$ cat src/design/op_decoder_map.vh
// Operation classes, register offsets, field positions and reset values
`ifndef OP_DECODER_MAP_VH
`define OP_DECODER_MAP_VH

// ---------------------------------------------------------------
// Register offsets (byte addresses on the bus)
// ---------------------------------------------------------------
`define REG_CTRL 12'h000
`define REG_INSTR 12'h004
`define REG_ACC 12'h008
`define REG_STATUS 12'h00C
`define REG_PTR0 12'h010
`define REG_PTR1 12'h014
`define REG_PC 12'h018
`define REG_CFG 12'h01C
`define REG_DIR 12'h020
`define REG_MEM_ADDR 12'h024
`define REG_MEM_RDATA 12'h028
`define REG_EVENT 12'h02C
`define REG_FILE_RD 12'h030
`define REG_FILE_WR 12'h034

// ---------------------------------------------------------------
// Status field positions and reset values
// ---------------------------------------------------------------
`define ST_C 0
`define ST_DC 1
`define ST_Z 2
`define ST_PD 3
`define ST_TO 4
`define STATUS_RST 5'h18
`define ACC_RST 8'h00
`define PTR_RST 16'h0000
`define PC_RST 15'h0000
`define CFG_RST 8'hFF
`define DIR_RST 8'hFF
`define DIR_COUNT 8

// ---------------------------------------------------------------
// Timing counts, in instruction cycles
// ---------------------------------------------------------------
`define CYC_ONE 2'd1
`define CYC_TWO 2'd2
`define CYC_STALL 2'd1

// ---------------------------------------------------------------
// Pointer modify modes (mm field)
// ---------------------------------------------------------------
`define MM_PRE_INC 2'b00
`define MM_PRE_DEC 2'b01
`define MM_POST_INC 2'b10
`define MM_POST_DEC 2'b11

// ---------------------------------------------------------------
// Operation classes from the decoder
// ---------------------------------------------------------------
`define OP_IDLE 5'd0
`define OP_SW_RESET 5'd1
`define OP_REL_ACC 5'd2
`define OP_SUB_ACC 5'd3
`define OP_SUB_EXIT 5'd4
`define OP_INT_EXIT 5'd5
`define OP_LIT_EXIT 5'd6
`define OP_REL_JUMP 5'd7
`define OP_SUB_ABS 5'd8
`define OP_ABS_JUMP 5'd9
`define OP_CFG_LOAD 5'd10
`define OP_DIR_LOAD 5'd11
`define OP_STANDBY 5'd12
`define OP_WDT_KICK 5'd13
`define OP_PTR_ADD 5'd14
`define OP_PTR_LOAD 5'd15
`define OP_PTR_LOAD_IDX 5'd16
`define OP_PTR_STORE 5'd17
`define OP_PTR_STORE_IDX 5'd18
`define OP_AND_IMM 5'd19
`define OP_ADD_IMM 5'd20
`define OP_AND_FILE 5'd21
`define OP_OTHER 5'd31

`endif

$ cat src/design/enhanced_op_decoder.v
// Instruction decode and execute core for the enhanced op subset
// Behaviour
// - Branches, calls and returns take two cycles
// - Window access via high pointer stalls once
// - Relative jump by accumulator, two cycles
// - Subroutine jump by accumulator, saves return
// - Literal exit loads literal into accumulator
// - Accumulator copied to prescaler configuration
// - Accumulator copied to selected direction register
// - Standby and watchdog kick update flags
// - Pointer add-immediate selects pointer by n
// - Signed six-bit add, flags untouched
// - Pointer arithmetic wraps modulo 65536
// - Pointer load with modify updates zero
// - Indexed pointer load updates zero
// - Pointer store with modify, flags untouched
// - Indexed pointer store, flags untouched
// - AND immediate, zero flag only
// - ADD immediate sets carry, half, zero
// - AND with file, zero flag only
// - Destination bit picks accumulator or file
// - Absolute jumps carry eleven-bit target
// - Relative jump carries nine-bit offset
// - Pointer modify fields n and m
`timescale 1ns/10ps
`default_nettype none
`include "op_decoder_map.vh"

module enhanced_op_decoder #(
  parameter STACK_DEPTH = 16,
  parameter MEM_WORDS = 256
) (
  input wire pclk,
  input wire presetn,
  input wire psel,
  input wire penable,
  input wire pwrite,
  input wire [11:0] paddr,
  input wire [31:0] pwdata,
  output reg [31:0] prdata,
  output reg pready,
  output reg pslverr,
  output reg standby,
  output reg sw_reset,
  output reg busy
);

  // ---------------------------------------------------------------
  // State machine and architectural state
  // ---------------------------------------------------------------
  localparam ST_IDLE = 3'b001;
  localparam ST_EXEC = 3'b010;
  localparam ST_WAIT = 3'b100;

  // Sequencer: one-hot state and filler cycles still owed
  reg [2:0] state;
  reg [1:0] cyc_left;
  reg [13:0] instr;

  // Programmer-visible core registers
  reg [7:0] acc;
  reg [4:0] status;
  reg [15:0] ptr0;
  reg [15:0] ptr1;
  reg [14:0] pc;
  reg [7:0] cfg;
  reg [7:0] dir [0:`DIR_COUNT-1];

  // Return stack and byte-wide data memory
  reg [14:0] stack [0:STACK_DEPTH-1];
  reg [3:0] sp;
  reg [7:0] mem [0:MEM_WORDS-1];

  // Bus windows: memory address, file operand, counters
  reg [15:0] mem_addr;
  reg [7:0] file_rd;
  reg [7:0] file_wr;
  reg [15:0] events;
  reg [31:0] cycles;

  // Decoder and pointer unit results
  wire [4:0] op_class;
  wire two_cycle;
  wire [15:0] ptr_sel;
  wire [15:0] acc_addr;
  wire [15:0] ptr_new;
  wire is_idx;
  wire is_window_op;

  op_classify u_cls (
    .opcode(instr),
    .op_class(op_class),
    .two_cycle(two_cycle)
  );

  // Op groups; offset ops name their pointer in bit 6
  assign ptr_sel = instr[6] ? ptr1 : ptr0;
  assign is_idx = (op_class == `OP_PTR_LOAD_IDX) ||
    (op_class == `OP_PTR_STORE_IDX) || (op_class == `OP_PTR_ADD);
  assign is_window_op = (op_class == `OP_PTR_LOAD) ||
    (op_class == `OP_PTR_STORE) || (op_class == `OP_PTR_LOAD_IDX) ||
    (op_class == `OP_PTR_STORE_IDX);

  // Low-bit ops use n in bit 2; indexed ops use n in bit 6
  wire [15:0] ptr_mod_in = is_idx ? ptr_sel : (instr[2] ? ptr1 : ptr0);

  ptr_modify u_ptr (
    .ptr_in(ptr_mod_in),
    .offset(instr[5:0]),
    .use_offset(is_idx),
    .mode(instr[1:0]),
    .access_addr(acc_addr),
    .ptr_out(ptr_new)
  );

  // ---------------------------------------------------------------
  // Bus decode helper
  // ---------------------------------------------------------------
  function is_mapped;
    input [11:0] a;
    begin
      is_mapped = (a <= `REG_FILE_WR) && (a[1:0] == 2'b00);
    end
  endfunction

  // Phase decode; a write lands only in the answered access cycle
  wire setup = psel && !penable;
  wire access = psel && penable && pready;
  wire wr_ok = access && pwrite && is_mapped(paddr);

  // Data sums for the arithmetic ops
  wire [8:0] add_sum = {1'b0, acc} + {1'b0, instr[7:0]};
  wire [4:0] half_sum = {1'b0, acc[3:0]} + {1'b0, instr[3:0]};
  wire [7:0] and_lit = acc & instr[7:0];
  wire [7:0] and_file = acc & file_rd;
  wire [7:0] mem_rd = mem[acc_addr[7:0]];
  // Stall follows the chosen pointer's top bit, not the modified address
  wire ptr_stall = ptr_mod_in[15] && is_window_op;

  // Index for the direction register reset loop
  integer i;

  // ---------------------------------------------------------------
  // Bus slave: no wait state, answer in the first access cycle
  // ---------------------------------------------------------------
  always @(posedge pclk or negedge presetn) begin
    if (!presetn) begin
      pready <= 1'b0;
      pslverr <= 1'b0;
      prdata <= 32'h00000000;
    end else begin
      // No wait state: ready answers in the cycle after every setup cycle
      pready <= setup;
      pslverr <= setup && !is_mapped(paddr);
      // Read data is taken in setup and stands through the access
      if (setup && !pwrite) begin
        case (paddr)
          `REG_CTRL: prdata <= {29'h0, state};
          `REG_INSTR: prdata <= {18'h0, instr};
          `REG_ACC: prdata <= {24'h0, acc};
          `REG_STATUS: prdata <= {27'h0, status};
          `REG_PTR0: prdata <= {16'h0, ptr0};
          `REG_PTR1: prdata <= {16'h0, ptr1};
          `REG_PC: prdata <= {17'h0, pc};
          `REG_CFG: prdata <= {24'h0, cfg};
          `REG_DIR: prdata <= {24'h0, dir[mem_addr[2:0]]};
          `REG_MEM_ADDR: prdata <= {16'h0, mem_addr};
          `REG_MEM_RDATA: prdata <= {24'h0, mem[mem_addr[7:0]]};
          `REG_EVENT: prdata <= {events, cycles[15:0]};
          `REG_FILE_RD: prdata <= {24'h0, file_rd};
          `REG_FILE_WR: prdata <= {24'h0, file_wr};
          default: prdata <= 32'h00000000;
        endcase
      end
    end
  end

  // ---------------------------------------------------------------
  // Execute: writing INSTR starts an op; cycles counted in every execute and filler cycle
  // ---------------------------------------------------------------
  always @(posedge pclk or negedge presetn) begin
    if (!presetn) begin
      state <= ST_IDLE;
      cyc_left <= 2'd0;
      instr <= 14'h0000;
      acc <= `ACC_RST;
      status <= `STATUS_RST;
      ptr0 <= `PTR_RST;
      ptr1 <= `PTR_RST;
      pc <= `PC_RST;
      cfg <= `CFG_RST;
      sp <= 4'h0;
      mem_addr <= 16'h0000;
      file_rd <= 8'h00;
      file_wr <= 8'h00;
      events <= 16'h0000;
      cycles <= 32'h00000000;
      standby <= 1'b0;
      sw_reset <= 1'b0;
      busy <= 1'b0;
      for (i = 0; i < `DIR_COUNT; i = i + 1) begin
        dir[i] <= `DIR_RST;
      end
    end else begin
      sw_reset <= 1'b0;
      // Window address and file operand may be written at any time
      if (wr_ok && paddr == `REG_MEM_ADDR) begin
        mem_addr <= pwdata[15:0];
      end
      if (wr_ok && paddr == `REG_FILE_RD) begin
        file_rd <= pwdata[7:0];
      end
      // Core state only while idle, so a running op is never disturbed
      if (wr_ok && paddr == `REG_ACC && state == ST_IDLE) begin
        acc <= pwdata[7:0];
      end
      if (wr_ok && paddr == `REG_PTR0 && state == ST_IDLE) begin
        ptr0 <= pwdata[15:0];
      end
      if (wr_ok && paddr == `REG_PTR1 && state == ST_IDLE) begin
        ptr1 <= pwdata[15:0];
      end
      if (wr_ok && paddr == `REG_MEM_RDATA && state == ST_IDLE) begin
        mem[mem_addr[7:0]] <= pwdata[7:0];
      end
      // Wake request; a standby op in the same cycle still wins
      if (wr_ok && paddr == `REG_CTRL && pwdata[0]) begin
        standby <= 1'b0; // Wake from standby
      end
      case (state)
        ST_IDLE: begin
          // Opcodes are refused while an op runs or in standby
          if (wr_ok && paddr == `REG_INSTR && !standby) begin
            instr <= pwdata[13:0];
            state <= ST_EXEC;
            busy <= 1'b1;
          end
        end
        ST_EXEC: begin
          // Count the cycle and step past the opcode
          cycles <= cycles + 32'h00000001;
          pc <= pc + 15'h0001;
          cyc_left <= two_cycle ? `CYC_TWO - 2'd1 : 2'd0;
          if (ptr_stall) begin
            cyc_left <= `CYC_STALL;
          end
          // Sticky record of op classes run; classes 16 and up fold onto bits 0 to 15
          events[op_class[3:0]] <= 1'b1;
          // Per-class effects; foreign opcodes only use up the cycle
          case (op_class)
            `OP_SW_RESET: sw_reset <= 1'b1;
            `OP_REL_ACC: pc <= pc + 15'h0001 + {7'h00, acc};
            `OP_SUB_ACC: begin
              stack[sp] <= pc + 15'h0001;
              sp <= sp + 4'h1;
              pc <= {pc[14:8], acc};
            end
            `OP_SUB_EXIT, `OP_INT_EXIT: begin
              pc <= stack[sp - 4'h1];
              sp <= sp - 4'h1;
            end
            `OP_LIT_EXIT: begin
              acc <= instr[7:0];
              pc <= stack[sp - 4'h1];
              sp <= sp - 4'h1;
            end
            `OP_REL_JUMP: pc <= pc + 15'h0001 +
              {{6{instr[8]}}, instr[8:0]};
            `OP_SUB_ABS: begin
              stack[sp] <= pc + 15'h0001;
              sp <= sp + 4'h1;
              pc <= {pc[14:11], instr[10:0]};
            end
            `OP_ABS_JUMP: pc <= {pc[14:11], instr[10:0]};
            `OP_CFG_LOAD: cfg <= acc;
            `OP_DIR_LOAD: dir[instr[2:0]] <= acc;
            `OP_STANDBY: begin
              standby <= 1'b1;
              status[`ST_TO] <= 1'b1;
              status[`ST_PD] <= 1'b0;
            end
            `OP_WDT_KICK: begin
              status[`ST_TO] <= 1'b1;
              status[`ST_PD] <= 1'b1;
            end
            `OP_PTR_ADD: begin
              if (instr[6]) ptr1 <= ptr_new;
              else ptr0 <= ptr_new;
            end
            `OP_PTR_LOAD, `OP_PTR_LOAD_IDX: begin
              acc <= mem_rd;
              status[`ST_Z] <= (mem_rd == 8'h00);
              if (!is_idx && instr[2]) ptr1 <= ptr_new;
              else if (!is_idx) ptr0 <= ptr_new;
            end
            `OP_PTR_STORE, `OP_PTR_STORE_IDX: begin
              mem[acc_addr[7:0]] <= acc;
              if (!is_idx && instr[2]) ptr1 <= ptr_new;
              else if (!is_idx) ptr0 <= ptr_new;
            end
            `OP_AND_IMM: begin
              acc <= and_lit;
              status[`ST_Z] <= (and_lit == 8'h00);
            end
            `OP_ADD_IMM: begin
              acc <= add_sum[7:0];
              status[`ST_C] <= add_sum[8];
              status[`ST_DC] <= half_sum[4];
              status[`ST_Z] <= (add_sum[7:0] == 8'h00);
            end
            `OP_AND_FILE: begin
              status[`ST_Z] <= (and_file == 8'h00);
              if (instr[7]) file_wr <= and_file;
              else acc <= and_file;
            end
            default: ; // Idle op and foreign opcodes
          endcase
          // Filler cycle for control transfers and pointer stalls
          if (two_cycle || ptr_stall) begin
            state <= ST_WAIT;
          end else begin
            state <= ST_IDLE;
            busy <= 1'b0;
          end
        end
        ST_WAIT: begin
          // Idle filler cycle; nothing architectural changes
          cycles <= cycles + 32'h00000001;
          if (cyc_left <= 2'd1) begin
            state <= ST_IDLE;
            busy <= 1'b0;
          end
          cyc_left <= cyc_left - 2'd1;
        end
        default: state <= ST_IDLE;
      endcase
    end
  end

endmodule
`default_nettype wire

$ cat src/design/op_classify.v
// Combinational opcode classifier for the decoder
`timescale 1ns/10ps
`default_nettype none
`include "op_decoder_map.vh"

module op_classify (
  input wire [13:0] opcode,
  output reg [4:0] op_class,
  output reg two_cycle
);

  // ---------------------------------------------------------------
  // Pattern match; exact codes first, then fields
  // ---------------------------------------------------------------
  always @* begin
    op_class = `OP_OTHER;
    casez (opcode)
      14'h0000: op_class = `OP_IDLE;
      14'h0001: op_class = `OP_SW_RESET;
      14'h000B: op_class = `OP_REL_ACC;
      14'h000A: op_class = `OP_SUB_ACC;
      14'h0008: op_class = `OP_SUB_EXIT;
      14'h0009: op_class = `OP_INT_EXIT;
      14'h0062: op_class = `OP_CFG_LOAD;
      14'h0063: op_class = `OP_STANDBY;
      14'h0064: op_class = `OP_WDT_KICK;
      14'b00_0000_0110_0???: op_class = `OP_DIR_LOAD;
      14'b00_0000_0001_0???: op_class = `OP_PTR_LOAD;
      14'b00_0000_0001_1???: op_class = `OP_PTR_STORE;
      14'b11_0100_????_????: op_class = `OP_LIT_EXIT;
      14'b11_001?_????_????: op_class = `OP_REL_JUMP;
      14'b10_0???_????_????: op_class = `OP_SUB_ABS;
      14'b10_1???_????_????: op_class = `OP_ABS_JUMP;
      14'b11_0001_0???_????: op_class = `OP_PTR_ADD;
      14'b11_1111_0???_????: op_class = `OP_PTR_LOAD_IDX;
      14'b11_1111_1???_????: op_class = `OP_PTR_STORE_IDX;
      14'b11_1001_????_????: op_class = `OP_AND_IMM;
      14'b11_1110_????_????: op_class = `OP_ADD_IMM;
      14'b00_0101_????_????: op_class = `OP_AND_FILE;
      default: op_class = `OP_OTHER;
    endcase
  end

  // ---------------------------------------------------------------
  // Every jump, call and return costs a second, idle cycle
  // ---------------------------------------------------------------
  always @* begin
    case (op_class)
      `OP_REL_ACC, `OP_SUB_ACC, `OP_SUB_EXIT, `OP_INT_EXIT,
      `OP_LIT_EXIT, `OP_REL_JUMP, `OP_SUB_ABS,
      `OP_ABS_JUMP: two_cycle = 1'b1;
      default: two_cycle = 1'b0;
    endcase
  end

endmodule
`default_nettype wire

$ cat src/design/ptr_modify.v
// Pointer arithmetic: signed add, pre/post modify, indexed address
`timescale 1ns/10ps
`default_nettype none
`include "op_decoder_map.vh"

module ptr_modify (
  input wire [15:0] ptr_in,
  input wire [5:0] offset,
  input wire use_offset,
  input wire [1:0] mode,
  output reg [15:0] access_addr,
  output reg [15:0] ptr_out
);

  reg [15:0] ext;
  reg [15:0] plus_one;
  reg [15:0] minus_one;

  // ---------------------------------------------------------------
  // Sums are held at 16 bits, so overflow wraps modulo 65536
  // ---------------------------------------------------------------
  always @* begin
    ext = {{10{offset[5]}}, offset};
    plus_one = ptr_in + 16'h0001;
    minus_one = ptr_in - 16'h0001;
    access_addr = ptr_in;
    ptr_out = ptr_in;
    if (use_offset) begin
      access_addr = ptr_in + ext;
      ptr_out = ptr_in + ext;
    end else begin
      case (mode)
        `MM_PRE_INC: begin
          access_addr = plus_one;
          ptr_out = plus_one;
        end
        `MM_PRE_DEC: begin
          access_addr = minus_one;
          ptr_out = minus_one;
        end
        `MM_POST_INC: begin
          ptr_out = plus_one;
        end
        default: begin
          ptr_out = minus_one;
        end
      endcase
    end
  end

endmodule
`default_nettype wire

$ cat config.mk
export PLATFORM = sky130hd
export DESIGN_NAME = enhanced_op_decoder
export DESIGN_NICKNAME = d
export VERILOG_FILES = /design/src/design/enhanced_op_decoder.v /design/src/design/op_classify.v /design/src/design/ptr_modify.v
export VERILOG_INCLUDE_DIRS = /design/src /design/src/design
export SDC_FILE = /design/constraint.sdc
export NUM_CORES = 2
export LEC_CHECK = 0
export ABC_AREA = 0
export BUFFER_PORTS_ARGS = -buffer_cell sky130_fd_sc_hd__buf_2
export CORE_MARGIN = 2
export CORE_UTILIZATION = 46
export DETAILED_ROUTE_END_ITERATION = 7
export GPL_ROUTABILITY_DRIVEN = 0
export SLEW_MARGIN = 40
export SYNTH_ARGS = -nofsm -noshare
export SYNTH_HDL_FRONTEND = slang
export SYNTH_SLANG_ARGS = --single-unit
$ cat constraint.sdc
create_clock -name pclk -period 17.4 [get_ports pclk]
set_input_delay 1.74 -clock pclk [delete_from_list [all_inputs] [get_ports pclk]]
set_output_delay 1.74 -clock pclk [all_outputs]
set_load 0.01 [all_outputs]
### After elaboration in Yosys (flattened, before gate mapping)

Memories as Yosys holds them, arrays and structs flattened.
Index checks and enable logic that the tools add are counted.

* add/subtract/negate cells: 12
* $lt $le $gt $ge: 7
* equality and inequality tests: 63
* multiplexer cells: 69
* bitwise operators: 8
* reduce and logical (&&, ||, !) cells: 75

Operator list (number)
* $pmux 32 s14: 1
* $mux 16: 14
* $pmux 15 s5: 1
* $eq 12x6->1 const B: 6
* $mux 8: 9
* $pmux 5 s13: 1
* $bwmux 64: 1
* $pmux 16 s2: 2
* $eq 14x4->1 const B: 4
* $eq 12x5->1 const B: 4
* $pmux 5 s9: 1
* $eq 14x7->1 const B: 3
* $eq 5x4->1 const B: 8
* $pmux 8 s5: 1
* $eq 5x5->1 const B: 7
* $add 32x1->32 const B: 1
* $logic_not 8->1: 4
* $logic_and 1x1->1: 30
* $bmux 8 s3: 1
* $demux 8 s3: 1
* $eq 12x4->1 const B: 2
* $mux 1: 24
* $eq 11x2->1 const B: 2
* $eq 7x7->1 const B: 3
* 61 further kinds: 103

* bits in registers: 272
* bits in writable memories: 2288
* ROM bits: 16
* bits of input ports: 49
* word-level logic and storage cells: 270
* memories kept: 3

Memories
* mem: words 256, width 8, rd ports 2, clocked after Yosys merged registers in 0, wr ports 1, line enhanced_op_decoder.v:72 `reg [7:0] mem [0:MEM_WORDS-1];`
* stack: words 16, width 15, rd ports 1, clocked after Yosys merged registers in 0, wr ports 1, line enhanced_op_decoder.v:70 `reg [14:0] stack [0:STACK_DEPTH-1];`
* (name not given): words 16, width 1, rd ports 1, clocked after Yosys merged registers in 0, wr ports 0, line op_classify.v:48 `case (op_class)`

### Depth between registers and ports, before layout

* depth in word-level cells: 14
* gate-level depth with buffers: 27
* depth with buffers taken out: 19

### By module

Synthesis repeated with hierarchy kept, for this count alone.

* cell total of the unflattened synthesis: 6649
* area, all modules: 121599.1 um^2

Modules (own cells, without submodules)
* enhanced_op_decoder: instances 1, cells each 6292, area each 119150.5 um^2, sequential area each 75179.6 um^2
* ptr_modify: instances 1, cells each 279, area each 1924.3 um^2, sequential area each 0.0 um^2
* op_classify: instances 1, cells each 78, area each 524.3 um^2, sequential area each 0.0 um^2

### Worst setup path before layout

OpenSTA, ideal clock, no wires.

* path type: register to register
* start: register instr[5]
* end: memory mem[0][0] (data pin)
* arrival time: 6161 ps
* data required time: 16578 ps
* slack: 10417 ps
* cell stages (with the launch flop): 13
* buffers on the path: 2
* path through: dfrtp_1 > buf_1 > nor4bb_1 > nand3_1 > a2bb2oi_1 > o22ai_1 > mux2i_1 > nor2_1 > and3_1 > nand3_1 > clkbuf_1 > nand2_1 > nand2_1

* cells in the longest elaborated chain, start to end: 11
* elaborated cells on any way between the ends: 23

RTL lines
* start, declared: line enhanced_op_decoder.v:58 `reg [13:0] instr;`
* start signal, assigned: line enhanced_op_decoder.v:234 `instr <= pwdata[13:0];`
* $eq 11x2->1 or $eq 11x4->1 (tied branches): line op_classify.v:17 `casez (opcode)`
* $pmux 5 s13: line op_classify.v:17
* $pmux 5 s9 (*): line op_classify.v:17
* $eq 5x5->1: line enhanced_op_decoder.v:250 `case (op_class)`
* $reduce_or 2->1 (*): line enhanced_op_decoder.v:250
* $mux 1 (*): line enhanced_op_decoder.v:250
* $mux 1 (*): line enhanced_op_decoder.v:230 `case (state)`
* $logic_and 1x1->1 (implied by the code) (*): line enhanced_op_decoder.v:297 `mem[acc_addr[7:0]] <= acc;`
* $mux 1 (implied by the code) (*): line enhanced_op_decoder.v:297
* $reduce_or 8->1 (no source line) (*)
* $mux 8 (no source line) (*)
* end, declared: line enhanced_op_decoder.v:72

Mark *: on every way between the ends. The rest lies on a longest branch, timed or not.

### Worst setup path after layout

* start: register instr[10]
* end: register acc[7]

* cells in the longest elaborated chain, start to end: 13
* elaborated cells on any way between the ends: 42

RTL lines
* $eq 11x2->1 (tied with other cells): line op_classify.v:17
* $pmux 5 s13: line op_classify.v:17
* $pmux 5 s9 (*): line op_classify.v:17
* $eq 5x5->1 (on tied branches)
* $logic_or 1x1->1 (2 in a row): line enhanced_op_decoder.v:98 `` assign is_idx = (op_class == `OP_PTR_LOAD_IDX) || ``
* $mux 16: line enhanced_op_decoder.v:105 `wire [15:0] ptr_mod_in = is_idx ? ptr_sel : (instr[2] ? ptr1 : ptr0);`
* $sub 16x1->16 or $add 16x1->16 (tied branches): line ptr_modify.v:25, ptr_modify.v:24
* $pmux 8 s2: line ptr_modify.v:32 `case (mode)`
* $mux 8: line ptr_modify.v:28 `if (use_offset) begin`
* $mem_v2 256x8
* $pmux 8 s5 (*): line enhanced_op_decoder.v:250
* $mux 8 (*): line enhanced_op_decoder.v:230
* end signal, assigned: line enhanced_op_decoder.v:215 `acc <= pwdata[7:0];`
* end signal, assigned: line enhanced_op_decoder.v:263 `acc <= instr[7:0];`
* end signal, assigned: line enhanced_op_decoder.v:291 `acc <= mem_rd;`
* end, declared: line enhanced_op_decoder.v:61 `reg [7:0] acc;`

Marks and branches as above.
A chain may end at the register's enable or synchronous reset.

==> flow_metrics.env <==
export IMPL_via_count=86720
export IMPL_slowest_delay_ns=0.69
export IMPL_cts_resized=0
export IMPL_cts_buffer_depth=4
export IMPL_fin_setup_tns_ns=0
export IMPL_critPathKind="register to register"
export IMPL_synth_nets=9201
export IMPL_grt_max_degree=128
export IMPL_start_kind="register"
export IMPL_dieArea_sq_um=276200
export IMPL_ys_seq_area_frac=0.6008
export IMPL_grt_pass1_wl_microns=617600
export IMPL_path_clk_slew_ns=0.06
export IMPL_place_area_sq_um=130400
export IMPL_dpl_hpwl_microns=275300
export IMPL_stdcell_count=12850
export IMPL_placedCellCount=12320
export IMPL_setup_viol_count_final=0
export IMPL_synth_cell_types=107
export IMPL_layout_min_cycle_time_ns=9.014
export IMPL_grt_overflow=0
export IMPL_worstPathArrival_ns=9.80
export IMPL_start_util=0.4621
export IMPL_tritoncts="built"
export IMPL_critPathCaptureType="register"
export IMPL_p_per_area_nw_per_um2=91.23
export IMPL_multiInputGateArea_sq_um=47610
export IMPL_synth_flop_cell="edfxtp_1"
export IMPL_worst_slew_pin_slew_ns=0.9816
export IMPL_die_x_microns=525.6
export IMPL_rows=191
export IMPL_status="complete, but fails checks"
export IMPL_ys_top_cells_by_area="edfxtp_1 55%, mux4_2 14%, nand2_1 5.0%"
export IMPL_cp_max_fo=106
export IMPL_max_freq_mhz=110.9
export IMPL_fin_util=0.5165
export IMPL_fin_crit_sh=0.5180
export IMPL_leakagePower_nw=45.89
export IMPL_drv_cap=0
export IMPL_synth_area_per_cell_sq_um=13.74
export IMPL_stdcell_area_sq_um=139800
export IMPL_areaGrowthSynthToFinish_pct=11.76
export IMPL_drt_total_wl_microns=436300
export IMPL_synth_edf_count=2288
export IMPL_hold_viol=0
export IMPL_rsz0062_at_grt="no"
export IMPL_drive_gt1_frac=0.2336
export IMPL_cp_common_cell="buf_4"
export IMPL_hold_path_class="register to register"
export IMPL_cts_hold_fix_buffers=0
export IMPL_violations="DRC"
export IMPL_finalNetCount=9140
export IMPL_holdWs_ns=0.3640
export IMPL_required_ns=18.19
export IMPL_ant_nets=0
export IMPL_cts_root_buffer_cell="clkbuf_16"
export IMPL_crit_chain="or4b_4 -> o22ai_2 -> buf_4 -> mux2_2 -> ha_1 -> inv_1 -> fa_1 -> xor2_1 -> nor2_4 -> buf_4 -> a21oi_4 -> buf_12 -> buf_4 -> buf_4 -> nand2_1 -> o22ai_1 -> o41ai_1 -> a22oi_1 -> a41oi_1 -> a311o_1 -> nor3_1 -> o31a_1"
export IMPL_drc=21
export IMPL_first_iter_violations=13780
export IMPL_irDropWorstVdd_v=0.00007302
export IMPL_post_drt_wl_per_cell_microns=33.96
export IMPL_syn_area_sq_um=125100
export IMPL_yosys_area_top_type="edfxtp_1"
export IMPL_clock_sink_count=2543
export IMPL_async_flop_share=0.1003
export IMPL_vias_per_cell=6.749
export IMPL_htreeDepth=5
export IMPL_path_buf_inv=6
export IMPL_synth_top_area_frac=0.5491
export IMPL_ioPinCount=86
export IMPL_regArea_sq_um=75200
export IMPL_port_buffers=69
export IMPL_fill_cells=22300
export IMPL_antenna_found_initial=25
export IMPL_die_h_microns=525.6
export IMPL_post_cts_repair_setup_buffers=0
export IMPL_yosysWarnings=0
export IMPL_clock_skew_ns=0.07049
export IMPL_critPathTopFamily="buffers and inverters"
export IMPL_critPathSlowestCell="or4b_4"
export IMPL_grt_pass1_vias=82770
export IMPL_ys_ff_latch=2543
export IMPL_coreArea_sq_um=270800
export IMPL_clk_latency_ns=0.90
export IMPL_maxSlewViolCount=0
export IMPL_slew_headroom=0.3432
export IMPL_cts_made_buffers=285
export IMPL_grt_util_all_layers=0.3097
export IMPL_synthCells=9104
export IMPL_firstDrtPassIters=8
synthesized netlist by cell type, types with 39 or more instances:
| cell | n |
|---|---|
| xnor2_1 | 64 |
| mux4_2 | 805 |
| nand3_1 | 764 |
| a21oi_1 | 242 |
| o22ai_1 | 39 |
| nor3_1 | 71 |
| inv_1 | 89 |
| o21ai_0 | 125 |
| ha_1 | 45 |
| edfxtp_1 | 2288 |
| a211oi_1 | 135 |
| mux2i_1 | 370 |
| a32oi_1 | 40 |
| a222oi_1 | 43 |
| dfrtp_1 | 181 |
| nand2_1 | 1663 |
| nand4_1 | 55 |
| buf_2 | 216 |
| nor2_1 | 431 |
| buf_1 | 137 |
| and3_1 | 74 |
| a311oi_1 | 74 |
| dfstp_2 | 74 |
| mux2_2 | 147 |
| clkbuf_1 | 331 |
| a31oi_1 | 66 |
registers in the layout, summed over array words and instances, names as in the netlist, 32 cells and up:
signal / cells
mem: 2048
prdata: 32
dir: 64
stack: 240
worst reg2reg max path: stages, from the launching register on:
cell,delay [ns]
dfrtp_1,0.64
or4b_4,0.69
o22ai_2,0.10
buf_4,0.38
mux2_2,0.33
ha_1,0.18
inv_1,0.06
fa_1,0.45
xor2_1,0.41
nor2_4,0.04
buf_4,0.40
a21oi_4,0.30
buf_12,0.56
buf_4,0.78
buf_4,0.68
nand2_1,0.65
o22ai_1,0.31
o41ai_1,0.15
a22oi_1,0.41
a41oi_1,0.38
a311o_1,0.47
nor3_1,0.37
o31a_1,0.20
cells in the final DEF (no fill, tap or decap), types with 46 or more instances in the layout:
cell,count
buf_4,257
a311oi_1,73
dfstp_2,74
xnor2_1,60
a31oi_1,65
a21oi_1,241
dfrtp_1,174
inv_1,88
buf_2,69
o21ai_0,118
nand4_1,55
clkbuf_16,291
nand2_1,1641
and3_1,73
mux2_2,146
nor2_2,212
clkinv_2,46
nor3_1,62
mux4_2,805
clkbuf_1,53
a211oi_1,135
nand3_1,763
nor2_1,213
mux2i_1,369
edfxtp_1,2288
cells by family after synthesis:
| family | after synthesis | synth area share |
|---|---|---|
| and+or+nand+nor | 3185 | 0.1099 |
| DFF | 2543 | 0.6008 |
| xor gates and xnor gates | 85 | 0.005950 |
| adders and majority gates | 48 | 0.004980 |
| buffers and inverters | 817 | 0.02826 |
| AOI/OAI and AO/OA | 1103 | 0.06232 |
| muxes | 1323 | 0.1878 |
layout make-up:
type                       count  share of cell area
antenna                       19           0.0003400
clock buffer                 357             0.05477
clock inverter               147            0.009985
inverter                      92            0.002523
multi-input combinational   5744              0.3404
sequential                  2543              0.5377
tap                         3570             0.03194
timing repair buffer         377             0.02227
per-stage QoR:
stage / total power, mW / setup WS (ns)
4_1_cts: 12.78 / 8.609
5_1_grt: 13.03 / 8.384
3_5_place_dp: 6.895 / 8.628
2_1_floorplan: 6.842 / 10.42
6_report: 12.76 / 8.386
3_3_place_gp: 6.887 / 8.537
routing by layer:
| metal | global-route usage | vias up | wire [microns] |
|---|---|---|---|
| met1 | 0.4127 | 44040 | 160900 |
| met4 | 0.1619 | 16 | 27060 |
| met5 | 0.003290 | - | 231 |
| li1 | - | 35410 | - |
| met2 | 0.4601 | 6048 | 192500 |
| met3 | 0.09034 | 1201 | 55520 |
path summary, 6_finish.rpt:
path / endpoint / start / slack, ns / depth (start not counted)
setup / recovery: acc[7] / instr[10] / 8.39 / 22
hold / removal: dir[40] / dir[40] / 0.36 / 0
setup reg to reg: acc[7] / instr[10] / 8.39 / 22
hold reg to reg: dir[40] / dir[40] / 0.36 / 0
max in group asynchronous: mem_addr[0] / presetn / 14.89 / 3
min in group asynchronous: mem_addr[2] / presetn / 0.82 / 1
report_power, final:
| part | internal (mW) | switching [mW] |
|---|---|---|
| Combinational | 0.0132 | 0.108 |
| Sequential | 6.65 | 0.00132 |
| Clock | 3.45 | 2.54 |
No activity file was read; power rests on OpenSTA's default activity.
